`config.mk`:
```
export PLATFORM = sky130hd
export DESIGN_NAME = light_source_start_sequencer
export DESIGN_NICKNAME = d
export VERILOG_FILES = /design/src/light_source_start_sequencer.v /design/src/input_conditioner.v /design/src/axi_lite_port.v
export VERILOG_INCLUDE_DIRS = /design/src
export SDC_FILE = /design/constraint.sdc
export NUM_CORES = 1
export LEC_CHECK = 0
export ABC_AREA = 1
export BUFFER_PORTS_ARGS = -buffer_cell sky130_fd_sc_hd__buf_2
export CORE_ASPECT_RATIO = 0.9
export CORE_MARGIN = 1
export CORE_UTILIZATION = 49
export CTS_CLUSTER_DIAMETER = 40
export DETAILED_ROUTE_END_ITERATION = 7
export GPL_TIMING_DRIVEN = 0
export PLACE_DENSITY_LB_ADDON = 0.25
export SYNTH_ARGS = -nofsm -noshare
export SYNTH_HDL_FRONTEND = slang
export SYNTH_HIERARCHICAL = 1
export SYNTH_SLANG_ARGS = --single-unit
```
`constraint.sdc`:
```
create_clock -name clk -period 2.8 [get_ports clk]
set_input_delay 0.56 -clock clk [delete_from_list [all_inputs] [get_ports clk]]
set_output_delay 0.56 -clock clk [all_outputs]
set_load 0.03 [all_outputs]
```
`src/light_regs.vh`:
```
// Purpose: shared constants of the light source start sequencer
// Assumes: 40 MHz system clock, 32-bit AXI4-Lite register window
// Notes: definitions only, no logic
`ifndef LIGHT_REGS_VH
`define LIGHT_REGS_VH

// clock rate and timing figures in their own units
`define CLK_HZ 33'd40000000
`define CLK_KHZ 33'd40000
`define DEBOUNCE_MS 33'd10
`define LASER_SETTLE_MS 33'd2000
`define WARMUP_MIN_S 33'd20
`define IGN_TIMEOUT_S 33'd150
`define IGNITE_PULSE_MS 33'd500

// counter widths
`define TMR_W 33
`define DEB_W 19

// default debounce span, 10 ms of clk
`define DEB_CYC_DEF 19'd400000

// register byte offsets
`define OFS_CTRL 32'h0000_0000
`define OFS_STATUS 32'h0000_0004
`define OFS_IRQ_STAT 32'h0000_0008
`define OFS_IRQ_MASK 32'h0000_000C

// register selector codes from the address decoder
`define SEL_NONE 3'h0
`define SEL_CTRL 3'h1
`define SEL_STATUS 3'h2
`define SEL_IRQ_STAT 3'h3
`define SEL_IRQ_MASK 3'h4

// control fields and reset values
`define CTRL_EN_BIT 0
`define CTRL_RST 1'b1
`define IRQ_W 4
`define IRQ_MASK_RST 4'h0

// status fields
`define ST_LASER_BIT 0
`define ST_PUMP_BIT 1
`define ST_IGN_BIT 2
`define ST_LIT_BIT 3
`define ST_HFLT_BIT 4
`define ST_SFLT_BIT 5
`define ST_OP_BIT 6
`define ST_ILK_BIT 7
`define ST_STATE_LSB 8

// interrupt event bits
`define EV_PUMP 0
`define EV_LIT 1
`define EV_HFLT 2
`define EV_SFLT 3

// bus responses
`define RESP_OKAY 2'h0
`define RESP_SLVERR 2'h2

`endif

```
`src/light_source_start_sequencer.v`:
```
// Purpose: start, stop and fault sequencing for a laser-pumped plasma lamp
// Assumes: 40 MHz clk, asynchronous active-low power-on reset, AXI4-Lite access
// Notes: status pins are open-drain; a _pull_n output low pulls the pin to common
//
// The implementer's own choices: register access over AXI4-Lite and the placing of the registers.
`timescale 1ns/1ps
`include "light_regs.vh"

module light_source_start_sequencer #(
  parameter [`TMR_W-1:0] IGN_TIMEOUT_CYC = `IGN_TIMEOUT_S * `CLK_HZ,
  parameter [`TMR_W-1:0] WARMUP_CYC = `WARMUP_MIN_S * `CLK_HZ,
  parameter [`TMR_W-1:0] SETTLE_CYC = `LASER_SETTLE_MS * `CLK_KHZ,
  parameter [`TMR_W-1:0] IGNITE_CYC = `IGNITE_PULSE_MS * `CLK_KHZ,
  parameter [`DEB_W-1:0] DEB_CYC = `DEB_CYC_DEF
) (
  input wire clk,
  input wire rst_n,
  input wire operate_req,
  input wire interlock_ok,
  input wire ignition_ready,
  input wire plasma_sense,
  output reg laser_en_q,
  output reg igniter_q,
  output reg lamp_on_pull_n_q,
  output reg laser_on_pull_n_q,
  output reg head_fault_pull_n_q,
  output reg supply_fault_pull_n_q,
  output reg irq_q,
  input wire [31:0] s_awaddr,
  input wire s_awvalid,
  output wire s_awready,
  input wire [31:0] s_wdata,
  input wire [3:0] s_wstrb,
  input wire s_wvalid,
  output wire s_wready,
  output wire [1:0] s_bresp,
  output wire s_bvalid,
  input wire s_bready,
  input wire [31:0] s_araddr,
  input wire s_arvalid,
  output wire s_arready,
  output wire [31:0] s_rdata,
  output wire [1:0] s_rresp,
  output wire s_rvalid,
  input wire s_rready
);

  // one-hot sequencer states
  localparam [4:0] ST_IDLE = 5'b00001; // laser off, waiting for request
  localparam [4:0] ST_SETTLE = 5'b00010; // laser on, pump coming up
  localparam [4:0] ST_WARMUP = 5'b00100; // pump active, waiting for ignition conditions
  localparam [4:0] ST_IGNITE = 5'b01000; // igniter firing
  localparam [4:0] ST_LIT = 5'b10000; // plasma burning

  // number of conditioned inputs
  localparam integer N_IN = 4;

  // address decode shared by read and write paths
  function [2:0] reg_sel;
    input [31:0] addr;
    begin
      if (addr == `OFS_CTRL) begin
        reg_sel = `SEL_CTRL;
      end else if (addr == `OFS_STATUS) begin
        reg_sel = `SEL_STATUS;
      end else if (addr == `OFS_IRQ_STAT) begin
        reg_sel = `SEL_IRQ_STAT;
      end else if (addr == `OFS_IRQ_MASK) begin
        reg_sel = `SEL_IRQ_MASK;
      end else begin
        reg_sel = `SEL_NONE;
      end
    end
  endfunction

  wire [N_IN-1:0] raw_in; // pins as they arrive
  wire [N_IN-1:0] clean_in; // synchronised, debounced levels
  wire op_db; // debounced operate request
  wire ilk_db; // debounced interlock, high when closed
  wire ready_db; // ignition conditions reached
  wire plasma_db; // plasma detected

  reg [4:0] state_q; // sequencer state
  reg [4:0] state_d;
  reg [`TMR_W-1:0] run_cnt_q; // cycles since the start was accepted
  reg [`TMR_W-1:0] phase_cnt_q; // cycles spent in current state
  reg op_prev_q; // operate level one cycle ago
  reg head_flt_q; // latched head-unit fault
  reg supply_flt_q; // latched supply-unit fault
  reg set_head; // head fault raised this cycle
  reg set_supply; // supply fault raised this cycle
  reg ctrl_en_q; // software start enable
  reg [`IRQ_W-1:0] irq_stat_q; // sticky events
  reg [`IRQ_W-1:0] irq_mask_q; // event enables
  reg [`IRQ_W-1:0] irq_ev; // events this cycle
  reg [31:0] rd_data; // read mux
  wire op_fall; // operate request released
  wire any_flt; // some fault latched
  wire active; // sequencer not idle
  wire wr_en; // register write strobe
  wire [31:0] wr_addr_q;
  wire [31:0] wr_data_q;
  wire [3:0] wr_strb_q;
  wire [2:0] wr_sel; // decoded write target
  wire [2:0] rd_sel; // decoded read target

  assign raw_in = {plasma_sense, ignition_ready, interlock_ok, operate_req};
  assign op_db = clean_in[0];
  assign ilk_db = clean_in[1];
  assign ready_db = clean_in[2];
  assign plasma_db = clean_in[3];

  // condition every pin before the sequencer looks at it
  genvar gi;
  generate
    for (gi = 0; gi < N_IN; gi = gi + 1) begin : g_cond
      input_conditioner #(
        .DEB_CYC(DEB_CYC)
      ) u_cond (
        .clk(clk),
        .rst_n(rst_n),
        .raw(raw_in[gi]),
        .clean_q(clean_in[gi])
      );
    end
  endgenerate

  assign op_fall = op_prev_q & ~op_db;
  assign any_flt = head_flt_q | supply_flt_q;
  assign active = ~state_q[0];

  // next state and fault raising
  always @* begin
    state_d = state_q;
    set_head = 1'b0;
    set_supply = 1'b0;
    case (state_q)
      ST_IDLE: begin
        // start needs request, closed interlock, no fault, enable
        if (op_db & ilk_db & ~any_flt & ctrl_en_q) begin
          state_d = ST_SETTLE;
        end
      end
      ST_LIT: begin
        if (~ilk_db) begin
          state_d = ST_IDLE;
          set_supply = 1'b1;
        end else if (~op_db) begin
          state_d = ST_IDLE;
        end else if (~plasma_db) begin
          // plasma lost while burning
          state_d = ST_IDLE;
          set_head = 1'b1;
        end
      end
      default: begin
        // settle, warm-up and ignite share the abort paths
        if (~ilk_db) begin
          state_d = ST_IDLE;
          set_supply = 1'b1;
        end else if (~op_db) begin
          state_d = ST_IDLE;
        end else if (state_q == ST_IGNITE && plasma_db) begin
          state_d = ST_LIT;
        end else if (run_cnt_q >= IGN_TIMEOUT_CYC - 33'd1) begin
          state_d = ST_IDLE;
          set_head = 1'b1;
        end else if (state_q == ST_SETTLE) begin
          if (phase_cnt_q >= SETTLE_CYC - 33'd1) begin
            state_d = ST_WARMUP;
          end
        end else if (state_q == ST_WARMUP) begin
          // minimum warm-up passed and conditions right
          if (run_cnt_q >= WARMUP_CYC - 33'd1 && ready_db) begin
            state_d = ST_IGNITE;
          end
        end else if (phase_cnt_q >= IGNITE_CYC - 33'd1) begin
          // no plasma after one shot: back to warm-up and retry
          state_d = ST_WARMUP;
        end
      end
    endcase
  end

  // state and timers
  always @(posedge clk or negedge rst_n) begin
    if (!rst_n) begin
      state_q <= ST_IDLE;
      run_cnt_q <= {`TMR_W{1'b0}};
      phase_cnt_q <= {`TMR_W{1'b0}};
      op_prev_q <= 1'b0;
    end else begin
      state_q <= state_d;
      op_prev_q <= op_db;
      // timeout measured from the accepted request
      if (state_d == ST_IDLE || state_q == ST_IDLE) begin
        run_cnt_q <= {`TMR_W{1'b0}};
      end else if (run_cnt_q != IGN_TIMEOUT_CYC) begin
        run_cnt_q <= run_cnt_q + 33'd1;
      end
      if (state_d != state_q) begin
        phase_cnt_q <= {`TMR_W{1'b0}};
      end else begin
        phase_cnt_q <= phase_cnt_q + 33'd1;
      end
    end
  end

  // fault latches: raising wins over the clearing edge
  always @(posedge clk or negedge rst_n) begin
    if (!rst_n) begin
      head_flt_q <= 1'b0;
      supply_flt_q <= 1'b0;
    end else begin
      if (set_head) begin
        head_flt_q <= 1'b1;
      end else if (op_fall) begin
        head_flt_q <= 1'b0;
      end
      if (set_supply) begin
        supply_flt_q <= 1'b1;
      end else if (op_fall) begin
        supply_flt_q <= 1'b0;
      end
    end
  end

  // drive outputs from next state so pins follow without lag
  always @(posedge clk or negedge rst_n) begin
    if (!rst_n) begin
      laser_en_q <= 1'b0;
      igniter_q <= 1'b0;
      lamp_on_pull_n_q <= 1'b1;
      laser_on_pull_n_q <= 1'b1;
      head_fault_pull_n_q <= 1'b0;
      supply_fault_pull_n_q <= 1'b0;
    end else begin
      laser_en_q <= ~state_d[0];
      igniter_q <= state_d[3];
      // pulled low while true, released otherwise
      lamp_on_pull_n_q <= ~state_d[4];
      laser_on_pull_n_q <= ~(state_d[2] | state_d[3] | state_d[4]);
      // pulled low while healthy, floated on fault
      head_fault_pull_n_q <= head_flt_q | set_head;
      supply_fault_pull_n_q <= supply_flt_q | set_supply;
    end
  end

  // event sources for the interrupt status
  always @* begin
    irq_ev = {`IRQ_W{1'b0}};
    irq_ev[`EV_PUMP] = state_d[2] & state_q[1];
    irq_ev[`EV_LIT] = state_d[4] & ~state_q[4];
    irq_ev[`EV_HFLT] = set_head;
    irq_ev[`EV_SFLT] = set_supply;
  end

  // bus handshake
  axi_lite_port u_port (
    .clk(clk),
    .rst_n(rst_n),
    .s_awaddr(s_awaddr),
    .s_awvalid(s_awvalid),
    .s_awready(s_awready),
    .s_wdata(s_wdata),
    .s_wstrb(s_wstrb),
    .s_wvalid(s_wvalid),
    .s_wready(s_wready),
    .s_bresp(s_bresp),
    .s_bvalid(s_bvalid),
    .s_bready(s_bready),
    .s_araddr(s_araddr),
    .s_arvalid(s_arvalid),
    .s_arready(s_arready),
    .s_rdata(s_rdata),
    .s_rresp(s_rresp),
    .s_rvalid(s_rvalid),
    .s_rready(s_rready),
    .wr_en(wr_en),
    .wr_addr_q(wr_addr_q),
    .wr_data_q(wr_data_q),
    .wr_strb_q(wr_strb_q),
    .wr_err(wr_sel == `SEL_NONE),
    .rd_data(rd_data),
    .rd_err(rd_sel == `SEL_NONE)
  );

  assign wr_sel = reg_sel(wr_addr_q);
  assign rd_sel = reg_sel(s_araddr);

  // software registers; all writable fields sit in byte lane 0
  always @(posedge clk or negedge rst_n) begin
    if (!rst_n) begin
      ctrl_en_q <= `CTRL_RST;
      irq_mask_q <= `IRQ_MASK_RST;
      irq_stat_q <= {`IRQ_W{1'b0}};
      irq_q <= 1'b0;
    end else begin
      if (wr_en && wr_strb_q[0] && wr_sel == `SEL_CTRL) begin
        ctrl_en_q <= wr_data_q[`CTRL_EN_BIT];
      end
      if (wr_en && wr_strb_q[0] && wr_sel == `SEL_IRQ_MASK) begin
        irq_mask_q <= wr_data_q[`IRQ_W-1:0];
      end
      // write one to clear; a new event in the same cycle stays set
      if (wr_en && wr_strb_q[0] && wr_sel == `SEL_IRQ_STAT) begin
        irq_stat_q <= (irq_stat_q & ~wr_data_q[`IRQ_W-1:0]) | irq_ev;
      end else begin
        irq_stat_q <= irq_stat_q | irq_ev;
      end
      irq_q <= |(irq_stat_q & irq_mask_q);
    end
  end

  // read mux, zero for unmapped addresses and unused bits
  always @* begin
    rd_data = 32'h0000_0000;
    if (rd_sel == `SEL_CTRL) begin
      rd_data[`CTRL_EN_BIT] = ctrl_en_q;
    end else if (rd_sel == `SEL_STATUS) begin
      rd_data[`ST_LASER_BIT] = active;
      rd_data[`ST_PUMP_BIT] = state_q[2] | state_q[3] | state_q[4];
      rd_data[`ST_IGN_BIT] = state_q[3];
      rd_data[`ST_LIT_BIT] = state_q[4];
      rd_data[`ST_HFLT_BIT] = head_flt_q;
      rd_data[`ST_SFLT_BIT] = supply_flt_q;
      rd_data[`ST_OP_BIT] = op_db;
      rd_data[`ST_ILK_BIT] = ilk_db;
      rd_data[`ST_STATE_LSB +: 5] = state_q;
    end else if (rd_sel == `SEL_IRQ_STAT) begin
      rd_data[`IRQ_W-1:0] = irq_stat_q;
    end else if (rd_sel == `SEL_IRQ_MASK) begin
      rd_data[`IRQ_W-1:0] = irq_mask_q;
    end
  end

endmodule // light_source_start_sequencer

```
`src/input_conditioner.v`:
```
// Purpose: two-stage synchroniser and debouncer for one level pin
// Assumes: raw input is asynchronous to clk
// Notes: output changes only after the synced level holds for DEB_CYC cycles
`timescale 1ns/1ps
`include "light_regs.vh"

module input_conditioner #(
  parameter [`DEB_W-1:0] DEB_CYC = `DEB_CYC_DEF
) (
  input wire clk,
  input wire rst_n,
  input wire raw,
  output reg clean_q
);

  reg meta_q; // first stage, read only by sync_q
  reg sync_q; // second stage
  reg [`DEB_W-1:0] cnt_q; // cycles the synced level has differed

  // synchroniser
  always @(posedge clk or negedge rst_n) begin
    if (!rst_n) begin
      meta_q <= 1'b0;
      sync_q <= 1'b0;
    end else begin
      meta_q <= raw;
      sync_q <= meta_q;
    end
  end

  // debounce: accept a new level once it stayed put long enough
  always @(posedge clk or negedge rst_n) begin
    if (!rst_n) begin
      cnt_q <= {`DEB_W{1'b0}};
      clean_q <= 1'b0;
    end else if (sync_q == clean_q) begin
      cnt_q <= {`DEB_W{1'b0}};
    end else if (cnt_q >= DEB_CYC - 19'd1) begin
      cnt_q <= {`DEB_W{1'b0}};
      clean_q <= sync_q;
    end else begin
      cnt_q <= cnt_q + 19'd1;
    end
  end

endmodule // input_conditioner

```
`src/axi_lite_port.v`:
```
// Purpose: AXI4-Lite slave handshake for a small register file
// Assumes: one write and one read outstanding at most
// Notes: read data is sampled from rd_data at the address handshake
`timescale 1ns/1ps
`include "light_regs.vh"

module axi_lite_port (
  input wire clk,
  input wire rst_n,
  input wire [31:0] s_awaddr,
  input wire s_awvalid,
  output reg s_awready,
  input wire [31:0] s_wdata,
  input wire [3:0] s_wstrb,
  input wire s_wvalid,
  output reg s_wready,
  output reg [1:0] s_bresp,
  output reg s_bvalid,
  input wire s_bready,
  input wire [31:0] s_araddr,
  input wire s_arvalid,
  output reg s_arready,
  output reg [31:0] s_rdata,
  output reg [1:0] s_rresp,
  output reg s_rvalid,
  input wire s_rready,
  output wire wr_en,
  output reg [31:0] wr_addr_q,
  output reg [31:0] wr_data_q,
  output reg [3:0] wr_strb_q,
  input wire wr_err,
  input wire [31:0] rd_data,
  input wire rd_err
);

  reg aw_full_q; // write address held
  reg w_full_q; // write data held

  // commit once both halves are in and no response is pending
  assign wr_en = aw_full_q & w_full_q & ~s_bvalid;

  // write channels, taken in either order
  always @(posedge clk or negedge rst_n) begin
    if (!rst_n) begin
      aw_full_q <= 1'b0;
      w_full_q <= 1'b0;
      s_awready <= 1'b0;
      s_wready <= 1'b0;
      s_bvalid <= 1'b0;
      s_bresp <= `RESP_OKAY;
      wr_addr_q <= 32'h0000_0000;
      wr_data_q <= 32'h0000_0000;
      wr_strb_q <= 4'h0;
    end else begin
      if (s_awvalid & s_awready) begin
        aw_full_q <= 1'b1;
        wr_addr_q <= s_awaddr;
        s_awready <= 1'b0;
      end else if (~aw_full_q & ~s_bvalid) begin
        s_awready <= 1'b1;
      end
      if (s_wvalid & s_wready) begin
        w_full_q <= 1'b1;
        wr_data_q <= s_wdata;
        wr_strb_q <= s_wstrb;
        s_wready <= 1'b0;
      end else if (~w_full_q & ~s_bvalid) begin
        s_wready <= 1'b1;
      end
      if (wr_en) begin
        aw_full_q <= 1'b0;
        w_full_q <= 1'b0;
        s_bvalid <= 1'b1;
        s_bresp <= wr_err ? `RESP_SLVERR : `RESP_OKAY;
      end else if (s_bvalid & s_bready) begin
        s_bvalid <= 1'b0;
      end
    end
  end

  // read channel: answer one cycle after the address is taken
  always @(posedge clk or negedge rst_n) begin
    if (!rst_n) begin
      s_arready <= 1'b0;
      s_rvalid <= 1'b0;
      s_rdata <= 32'h0000_0000;
      s_rresp <= `RESP_OKAY;
    end else if (s_arvalid & s_arready) begin
      s_arready <= 1'b0;
      s_rvalid <= 1'b1;
      s_rdata <= rd_data;
      s_rresp <= rd_err ? `RESP_SLVERR : `RESP_OKAY;
    end else if (s_rvalid & s_rready) begin
      s_rvalid <= 1'b0;
      s_arready <= 1'b1;
    end else if (~s_rvalid) begin
      s_arready <= 1'b1;
    end
  end

endmodule // axi_lite_port

```
==> results of run 1 <==
[final timing paths]
kind,startpoint,endpoint,slack (ns),cells past startpoint
setup / recovery,phase_cnt_q[0],phase_cnt_q[18],0.17,16
hold / removal,rst_n,phase_cnt_q[16],0.01,1
setup reg to reg,phase_cnt_q[0],phase_cnt_q[18],0.17,16
hold reg to reg,g_cond[1].u_cond/meta_q,g_cond[1].u_cond/sync_q,0.35,0
max in group asynchronous,rst_n,u_port/s_rdata[26],1.54,3
min in group clk,plasma_sense,g_cond[3].u_cond/meta_q,0.15,1
[sequential cells by signal, indices dropped and copies added (netlist names), 4 cells and up]
name,count
irq_mask_q,4
g_cond.u_cond/cnt_q,76
irq_stat_q,4
g_cond.u_cond/clean_q,4
phase_cnt_q,33
u_port/wr_data_q,4
g_cond.u_cond/meta_q,4
run_cnt_q,33
u_port/wr_addr_q,32
u_port/s_rdata,32
state_q,5
g_cond.u_cond/sync_q,4
[layout make-up]
class / count / area [sq um] / share of cell area (%)
repair buffers: 131 / 723 / 4.30
plain buffers: 39 / 334 / 1.99
well taps: 360 / 450 / 2.68
clock inverters: 25 / 307 / 1.82
multi-input cells: 1381 / 6780 / 40.4
inverters: 196 / 736 / 4.38
clock buffers: 46 / 1080 / 6.46
flip-flops and latches: 255 / 6390 / 38.0
[per-stage QoR]
stage	hold WS [ns]	power, mW
6_report	0.0133	10.7
5_1_grt	0.0677	11.2
4_1_cts	0.0434	10.8
3_5_place_dp	0.340	5.63
3_3_place_gp	0.336	5.58
2_1_floorplan	0.264	5.17
[cell usage in the layout, fill, tap and decap left out, drive strengths merged]
master and instances:
a31oi 2, clkinv 7, nand3b 1, and2 4, nand2 563, o22ai 1
o21bai 1, a21oi 16, dfstp 4, nand3 152, buf 166, o2111ai 1
conb 21, nand4 26, clkinvlp 6, a211oi 1, clkbuf 50, nor3 30
inv 203, bufinv 5, nor2 389, xnor2 29, o21ai 33, dfrtp 251
ha 8, nor4 23, or4 1, o211ai 2, xor2 77
[power breakdown]
group	internal, mW	switching (mW)
clock	3.27	1.84
combinational	0.429	0.835
sequential	4.07	0.245
[worst register-to-register path: cells and delay by family (launching register included)]
kind | cells | cell delay, ns
AOI/OAI and AO/OA | 1 | 0.09
adders and majority gates | 2 | 0.55
buffers and inverters | 1 | 0.20
DFF | 1 | 0.41
and+or+nand+nor | 12 | 1.31
[timing repair]
item | in CTS | in global routing
gates resized for setup | 1 | 5
setup buffers | 1 | 4
endpoints found under the setup margin | 30 | 30
pin swaps | 1 | 2
[per-layer routing]
layer / GRT usage, % / share of wire (%) / routed length [microns] / up-vias
li1: - / - / - / 6134
met1: 30.4 / 47 / 15000 / 5528
met2: 35.6 / 45 / 14200 / 287
met3: 3.72 / 5.1 / 1600 / 54
met4: 6.63 / 2.4 / 762 / 0
met5: 0 / 0 / 0 / -
==> summary.md, run 1 <==
| Metric | Value |
|---|---|
| Vias post-DR | 12,000 |
| Startpoint types | flip-flop |
| Max Slew Vio Count | 0 |
| Status | finished clean |
| Antenna diodes | 0 |
| PortBufs | roughly 120 |
| Final ANT Viol Nets | 0 |
| Htree depth | 2 |
| Transition time of the tightest slew-check pin | roughly 0.83 ns |
| Clk_lat worst skew | 0.51 ns |
| Slowest stage delay, CP | 0.41 ns |
| Fin. Hold Viols | 0 |
| Max_cap viols | 0 |
| WP data required | 3.24 ns |
| Core area | 28,200 sq um |
| Placed cells | 2,357 |
| Critical path peak fanout | 10 |
| Top delay family on crit path | simple AND/OR/NAND/NOR gates |
| Starting density of the core | 50.2% |
| Worst Path Arrival | 3.07 ns |
| Setup TNS | 0 ns |
| Final Cycle Share | 94.0% |
| Setup-failing EPs final | 0 |
| GRT overflow | 0 |
| Gr usage total | 22.0% |
| Leak Pwr | 8.04 nW |
| CP Cell Sequence | ha_2, nand3_2, nor2_4, nand3_1, nor2_1, nor2_1, nand2_1, o21ai_0, nand2_1, nand2_2, ha_1, nand3_1, nor2_2, nand3_4, buf_6, nor2_2 |
| Worst-path clk slew | 0.06 ns |
| Area Growth Syn to Fin | 18.8% |
| Post-route DRC | 0 |
| RSZ-0062 raised after global routing | false |
| Fraction of layout instances using a drive strength above 1 | 18.9% |
| Worst VDD drop | 0.000743 V |
| Hold Path Class | in -> async |
| Final min period | roughly 2.6 ns |
| Rows | 58 |
| Initial antenna violation count | 0 |
| DP Area | 15,400 sq um |
| Post-Place Worst Slack | -0.163 ns |
| Number of global-route vias before repair | 11,400 |
| DR vias/cell | 4.93 |
| CTS tree | done |
| Max Fclk | around 380 MHz |
| Fill cells | around 2,500 |
| Cts hold-fix bufs | 0 |
| Crit path max-delay cell type | dfrtp_1 |
| Final WL | 31.6 mm |
| Maximum buffer depth of the clock tree | 3 |
| Clk sinks | roughly 260 |
| Post-route insts no fill | around 2,400 |
| Die area | 29,600 sq um |
| DR iter-0 viols | 629 |
| Chip height | between 150 and 200 microns |
| Die width | 181 microns |
| DRT Pass-1 Iters | 5 |
| Io pins | around 160 |
| Rel. slew slack | 44.0% |
| Post-detail-place hpwl | 22.9 mm |
| Power density over the cells | 636 nW/um^2 |
| Routed wire per std cell | 13.0 microns |
| Crit Path Class | reg -> reg |
| Synth Area per Inst | roughly 7.6 sq um |
| First-pass GRT wire length | 53.8 mm |
| GPL Wtd Cong | 0.911 |
| Fin area | 16,800 sq um |
| Worst path bufs/invs | 1 |
| Fin Clk Skew | 0.00983 ns |
| Critical Path Sink Type | flip-flop |
| Util after Layout | between 50% and 60% |
| Root buffer cell | clkbuf_16 |
| Synthesized cell area | 14,100 sq um |
| NumNets Final | 2,162 |
| Final WS setup | 0.168 ns |
| CTS buffer count | 39 |
| Largest net degree at the start of global routing | a little under 100 |
| Synth Instances | 1,852 |
| Yosys warns | 6 |
No activity file was read; power rests on OpenSTA's default activity.
==> run 2: changes to the inputs <==
--- a/config.mk
+++ b/config.mk
@@ -15,6 +15,7 @@
 export DETAILED_ROUTE_END_ITERATION = 7
 export GPL_TIMING_DRIVEN = 0
 export PLACE_DENSITY_LB_ADDON = 0.25
+export SETUP_SLACK_MARGIN = 0.5
 export SYNTH_ARGS = -nofsm -noshare
 export SYNTH_HDL_FRONTEND = slang
 export SYNTH_HIERARCHICAL = 1
==> run 2 against run 1 <==
Against the previous run:
- power is 1.4% higher
- final cell count increased by 1.9%
- largest cell class unchanged
- sequential power hardly changed
- highest routed layer unchanged
- sequential cell count unchanged
==> summary.md, run 2 (same netlist as run 1, synthesis figures left out) <==
| Metric | Value |
|---|---|
| Die area | 29,600 sq um (unchanged) |
| Clk_lat worst skew | 0.52 ns (was 0.51 ns) |
| Power density over the cells | 608 nW/um^2 (was 636 nW/um^2) |
| Vias post-DR | 12,500 (was 12,000) |
| Routed wire per std cell | 13.6 microns (was 13.0 microns) |
| CP Cell Sequence | nor2_1, nand2_1, nor3_2, nor2_1, nand2_1, a21oi_4, nand2_2, nand2_4, ha_4, nand3_4, nor2_4, nand3_4, buf_8, buf_12, nor2_2 (was ha_2, nand3_2, nor2_4, nand3_1, nor2_1, nor2_1, nand2_1, o21ai_0, nand2_1, nand2_2, ha_1, nand3_1, nor2_2, nand3_4, buf_6, nor2_2) |
| Max_cap viols | 0 (unchanged) |
| Hold WS | 0.147 ns (was 0.0133 ns) |
| Htree depth | 2 (unchanged) |
| Worst reg2reg endpoint | phase_cnt_q[15] (was phase_cnt_q[18]) |
| Max Slew Vio Count | 0 (unchanged) |
| DR iter-0 viols | 791 (was 629) |
| Leak Pwr | 8.38 nW (was 8.04 nW) |
| Tot Pwr | 10.8 mW (was 10.7 mW) |
| Largest net degree at the start of global routing | 118 (was 97) |
| Hold Path Class | in -> reg (was in -> async) |
| Critical Path Sink Type | flip-flop (unchanged) |
| DRT Pass-1 Iters | 5 (unchanged) |
| Max Fclk | 395 MHz (was 380 MHz) |
| Final WS setup | 0.265 ns (was 0.168 ns) |
| Setup-failing EPs final | 0 (unchanged) |
| WP data required | 3.25 ns (was 3.24 ns) |
| Worst VDD drop | 0.000639 V (was 0.000743 V) |
| CTS tree | done (unchanged) |
| Core area | 28,200 sq um (unchanged) |
| Fraction of layout instances using a drive strength above 1 | 23.7% (was 18.9%) |
| Final WL | 33.7 mm (was 31.6 mm) |
| Starting density of the core | 50.2% (unchanged) |
| Final ANT Viol Nets | 0 (unchanged) |
| Most frequent cells in the layout | 524 x nand2_1, 275 x nor2_1, 239 x dfrtp_1 (was 539 x nand2_1, 295 x nor2_1, 251 x dfrtp_1) |
| Status | finished clean (unchanged) |
| Reg with most FFs | g_cond.u_cond/cnt_q (unchanged) |
| R2r setup slk | 0.27 ns (was 0.17 ns) |
| Io pins | 159 (unchanged) |
| RSZ-0062 raised after global routing | true (was false) |
| Fill cells | 2,401 (was 2,533) |
| Hold endpoint | g_cond[3].u_cond/meta_q |
| Reg2Reg Depth | 15 (was 16) |
| Worst-path clk slew | 0.05 ns (was 0.06 ns) |
| GPL Wtd Cong | 0.901 (was 0.911) |
| Startpoint types | flip-flop (unchanged) |
| Post-detail-place hpwl | 23.1 mm (was 22.9 mm) |
| Hold depth | 1 |
| GRT overflow | 0 (unchanged) |
| Maximum buffer depth of the clock tree | 3 (unchanged) |
| Number of global-route vias before repair | 11,700 (was 11,400) |
| Post-route DRC | 0 (unchanged) |
| NumNets Final | 2,210 (was 2,162) |
| Min-Delay Startpoint | plasma_sense |
| R2R Path Start | state_q[3] (was phase_cnt_q[0]) |
| Critical path peak fanout | 5 (was 10) |
| Fin. Hold Viols | 0 (unchanged) |
| First-pass GRT wire length | 55.2 mm (was 53.8 mm) |
| DR vias/cell | 5.03 (was 4.93) |
| Commonest non-fill, non-tap cell in the layout | nand2_1 (unchanged) |
| Rel. slew slack | 59.6% (was 44.0%) |
| Number of flip-flops in the largest register | 76 (unchanged) |
| Fin Clk Skew | 0.0104 ns (was 0.00983 ns) |
| Worst Path Arrival | 2.99 ns (was 3.07 ns) |
| Transition time of the tightest slew-check pin | 0.601 ns (was 0.833 ns) |
| Initial antenna violation count | 0 (unchanged) |
| Regs by FF count | g_cond.u_cond/cnt_q (76), phase_cnt_q (33), run_cnt_q (33) (unchanged) |
| Area Growth Syn to Fin | 25.8% (was 18.8%) |
| Root buffer cell | clkbuf_16 (unchanged) |
| Slowest stage delay, CP | 0.42 ns (was 0.41 ns) |
| Chip height | 163 microns (unchanged) |
| Crit Path Class | reg -> reg (unchanged) |
| Rows | 58 (unchanged) |
| Util after Layout | 63.2% (was 59.7%) |
| Gr usage total | 22.6% (was 22.0%) |
| Die width | 181 microns (unchanged) |
| Crit path max-delay cell type | dfrtp_1 (unchanged) |
| PortBufs | 124 (unchanged) |
| Final min period | 2.53 ns (was 2.63 ns) |
| CTS buffer count | 40 (was 39) |
| Final Cycle Share | 90.5% (was 94.0%) |
| Antenna diodes | 0 (unchanged) |
| Post-Place Worst Slack | -0.173 ns (was -0.163 ns) |
| Clk sinks | 255 (unchanged) |
run 2: per-stage QoR:
| step | setup TNS (ns) | std cells | area (sq um) |
|---|---|---|---|
| after floorplan | 0 | 1871 | 14200 |
| after global placement | -872.49 | 2355 | 15300 |
| after detailed placement | -1.53 | 2357 | 15400 |
| after CTS | 0 | 2455 | 17300 |
| after global routing | 0 | 2480 | 17800 |
| final | 0 | 2480 | 17800 |
run 2: how the worst max path moves through the flow:
| stage | startpoint | endpoint | slack (ns) | depth (start not counted) |
|---|---|---|---|---|
| after floorplan | run_cnt_q[0] | phase_cnt_q[15] | 0.51 | 16 |
| after global placement | rst_n | u_port/wr_addr_q[23] | -3.47 | 1 |
| after detailed placement | s_araddr[21] | u_port/s_rdata[2] | -0.17 | 12 |
| after CTS | run_cnt_q[1] | phase_cnt_q[11] | 0.33 | 17 |
| after global routing | state_q[3] | phase_cnt_q[12] | 0.14 | 15 |
| final | state_q[3] | phase_cnt_q[15] | 0.27 | 15 |
run 2: routing by layer:
layer,GRT usage [%],up-vias,wire (microns)
met1,30.5,5801,15300
met3,3.68,88,1810
met4,8.24,0,1030
met5,0,-,0
li1,-,6232,-
met2,37.0,363,15600
run 2: critical path, delay by kind of cell (launching register included):
family,cells,cell delay [ns]
compound gates,1,0.06
fa+ha+maj,1,0.28
buf+inv,2,0.33
flops,1,0.42
simple gates,11,1.38
run 2: repair_timing:
| item | 4_1_cts | 5_1_grt |
|---|---|---|
| cloned | 3 | 3 |
| endpoints found under the hold margin | 36 | 0 |
| endpoints found under the setup margin | 75 | 72 |
| hold buffers | 1 | 0 |
| pin swaps | 16 | 30 |
| setup buffers | 23 | 22 |
| gates resized for setup | 55 | 83 |
run 2: where the power goes:
group | internal (mW) | switching (mW) | leakage [nW]
logic | 0.430 | 0.834 | 4.34
registers | 4.07 | 0.230 | 3.36
clock network | 3.48 | 1.78 | 0.682
total | 7.98 | 2.85 | 8.38
run 2: cell type report:
| cell class | instances | area (sq um) | area share (%) |
|---|---|---|---|
| clock buffer | 48 | 1070 | 6.02 |
| tap | 360 | 450 | 2.53 |
| inverter | 196 | 736 | 4.13 |
| multi-input combinational | 1381 | 7200 | 40.4 |
| timing repair buffer | 178 | 1220 | 6.84 |
| buffer | 39 | 372 | 2.09 |
| clock inverter | 23 | 353 | 1.98 |
| sequential | 255 | 6400 | 36.0 |
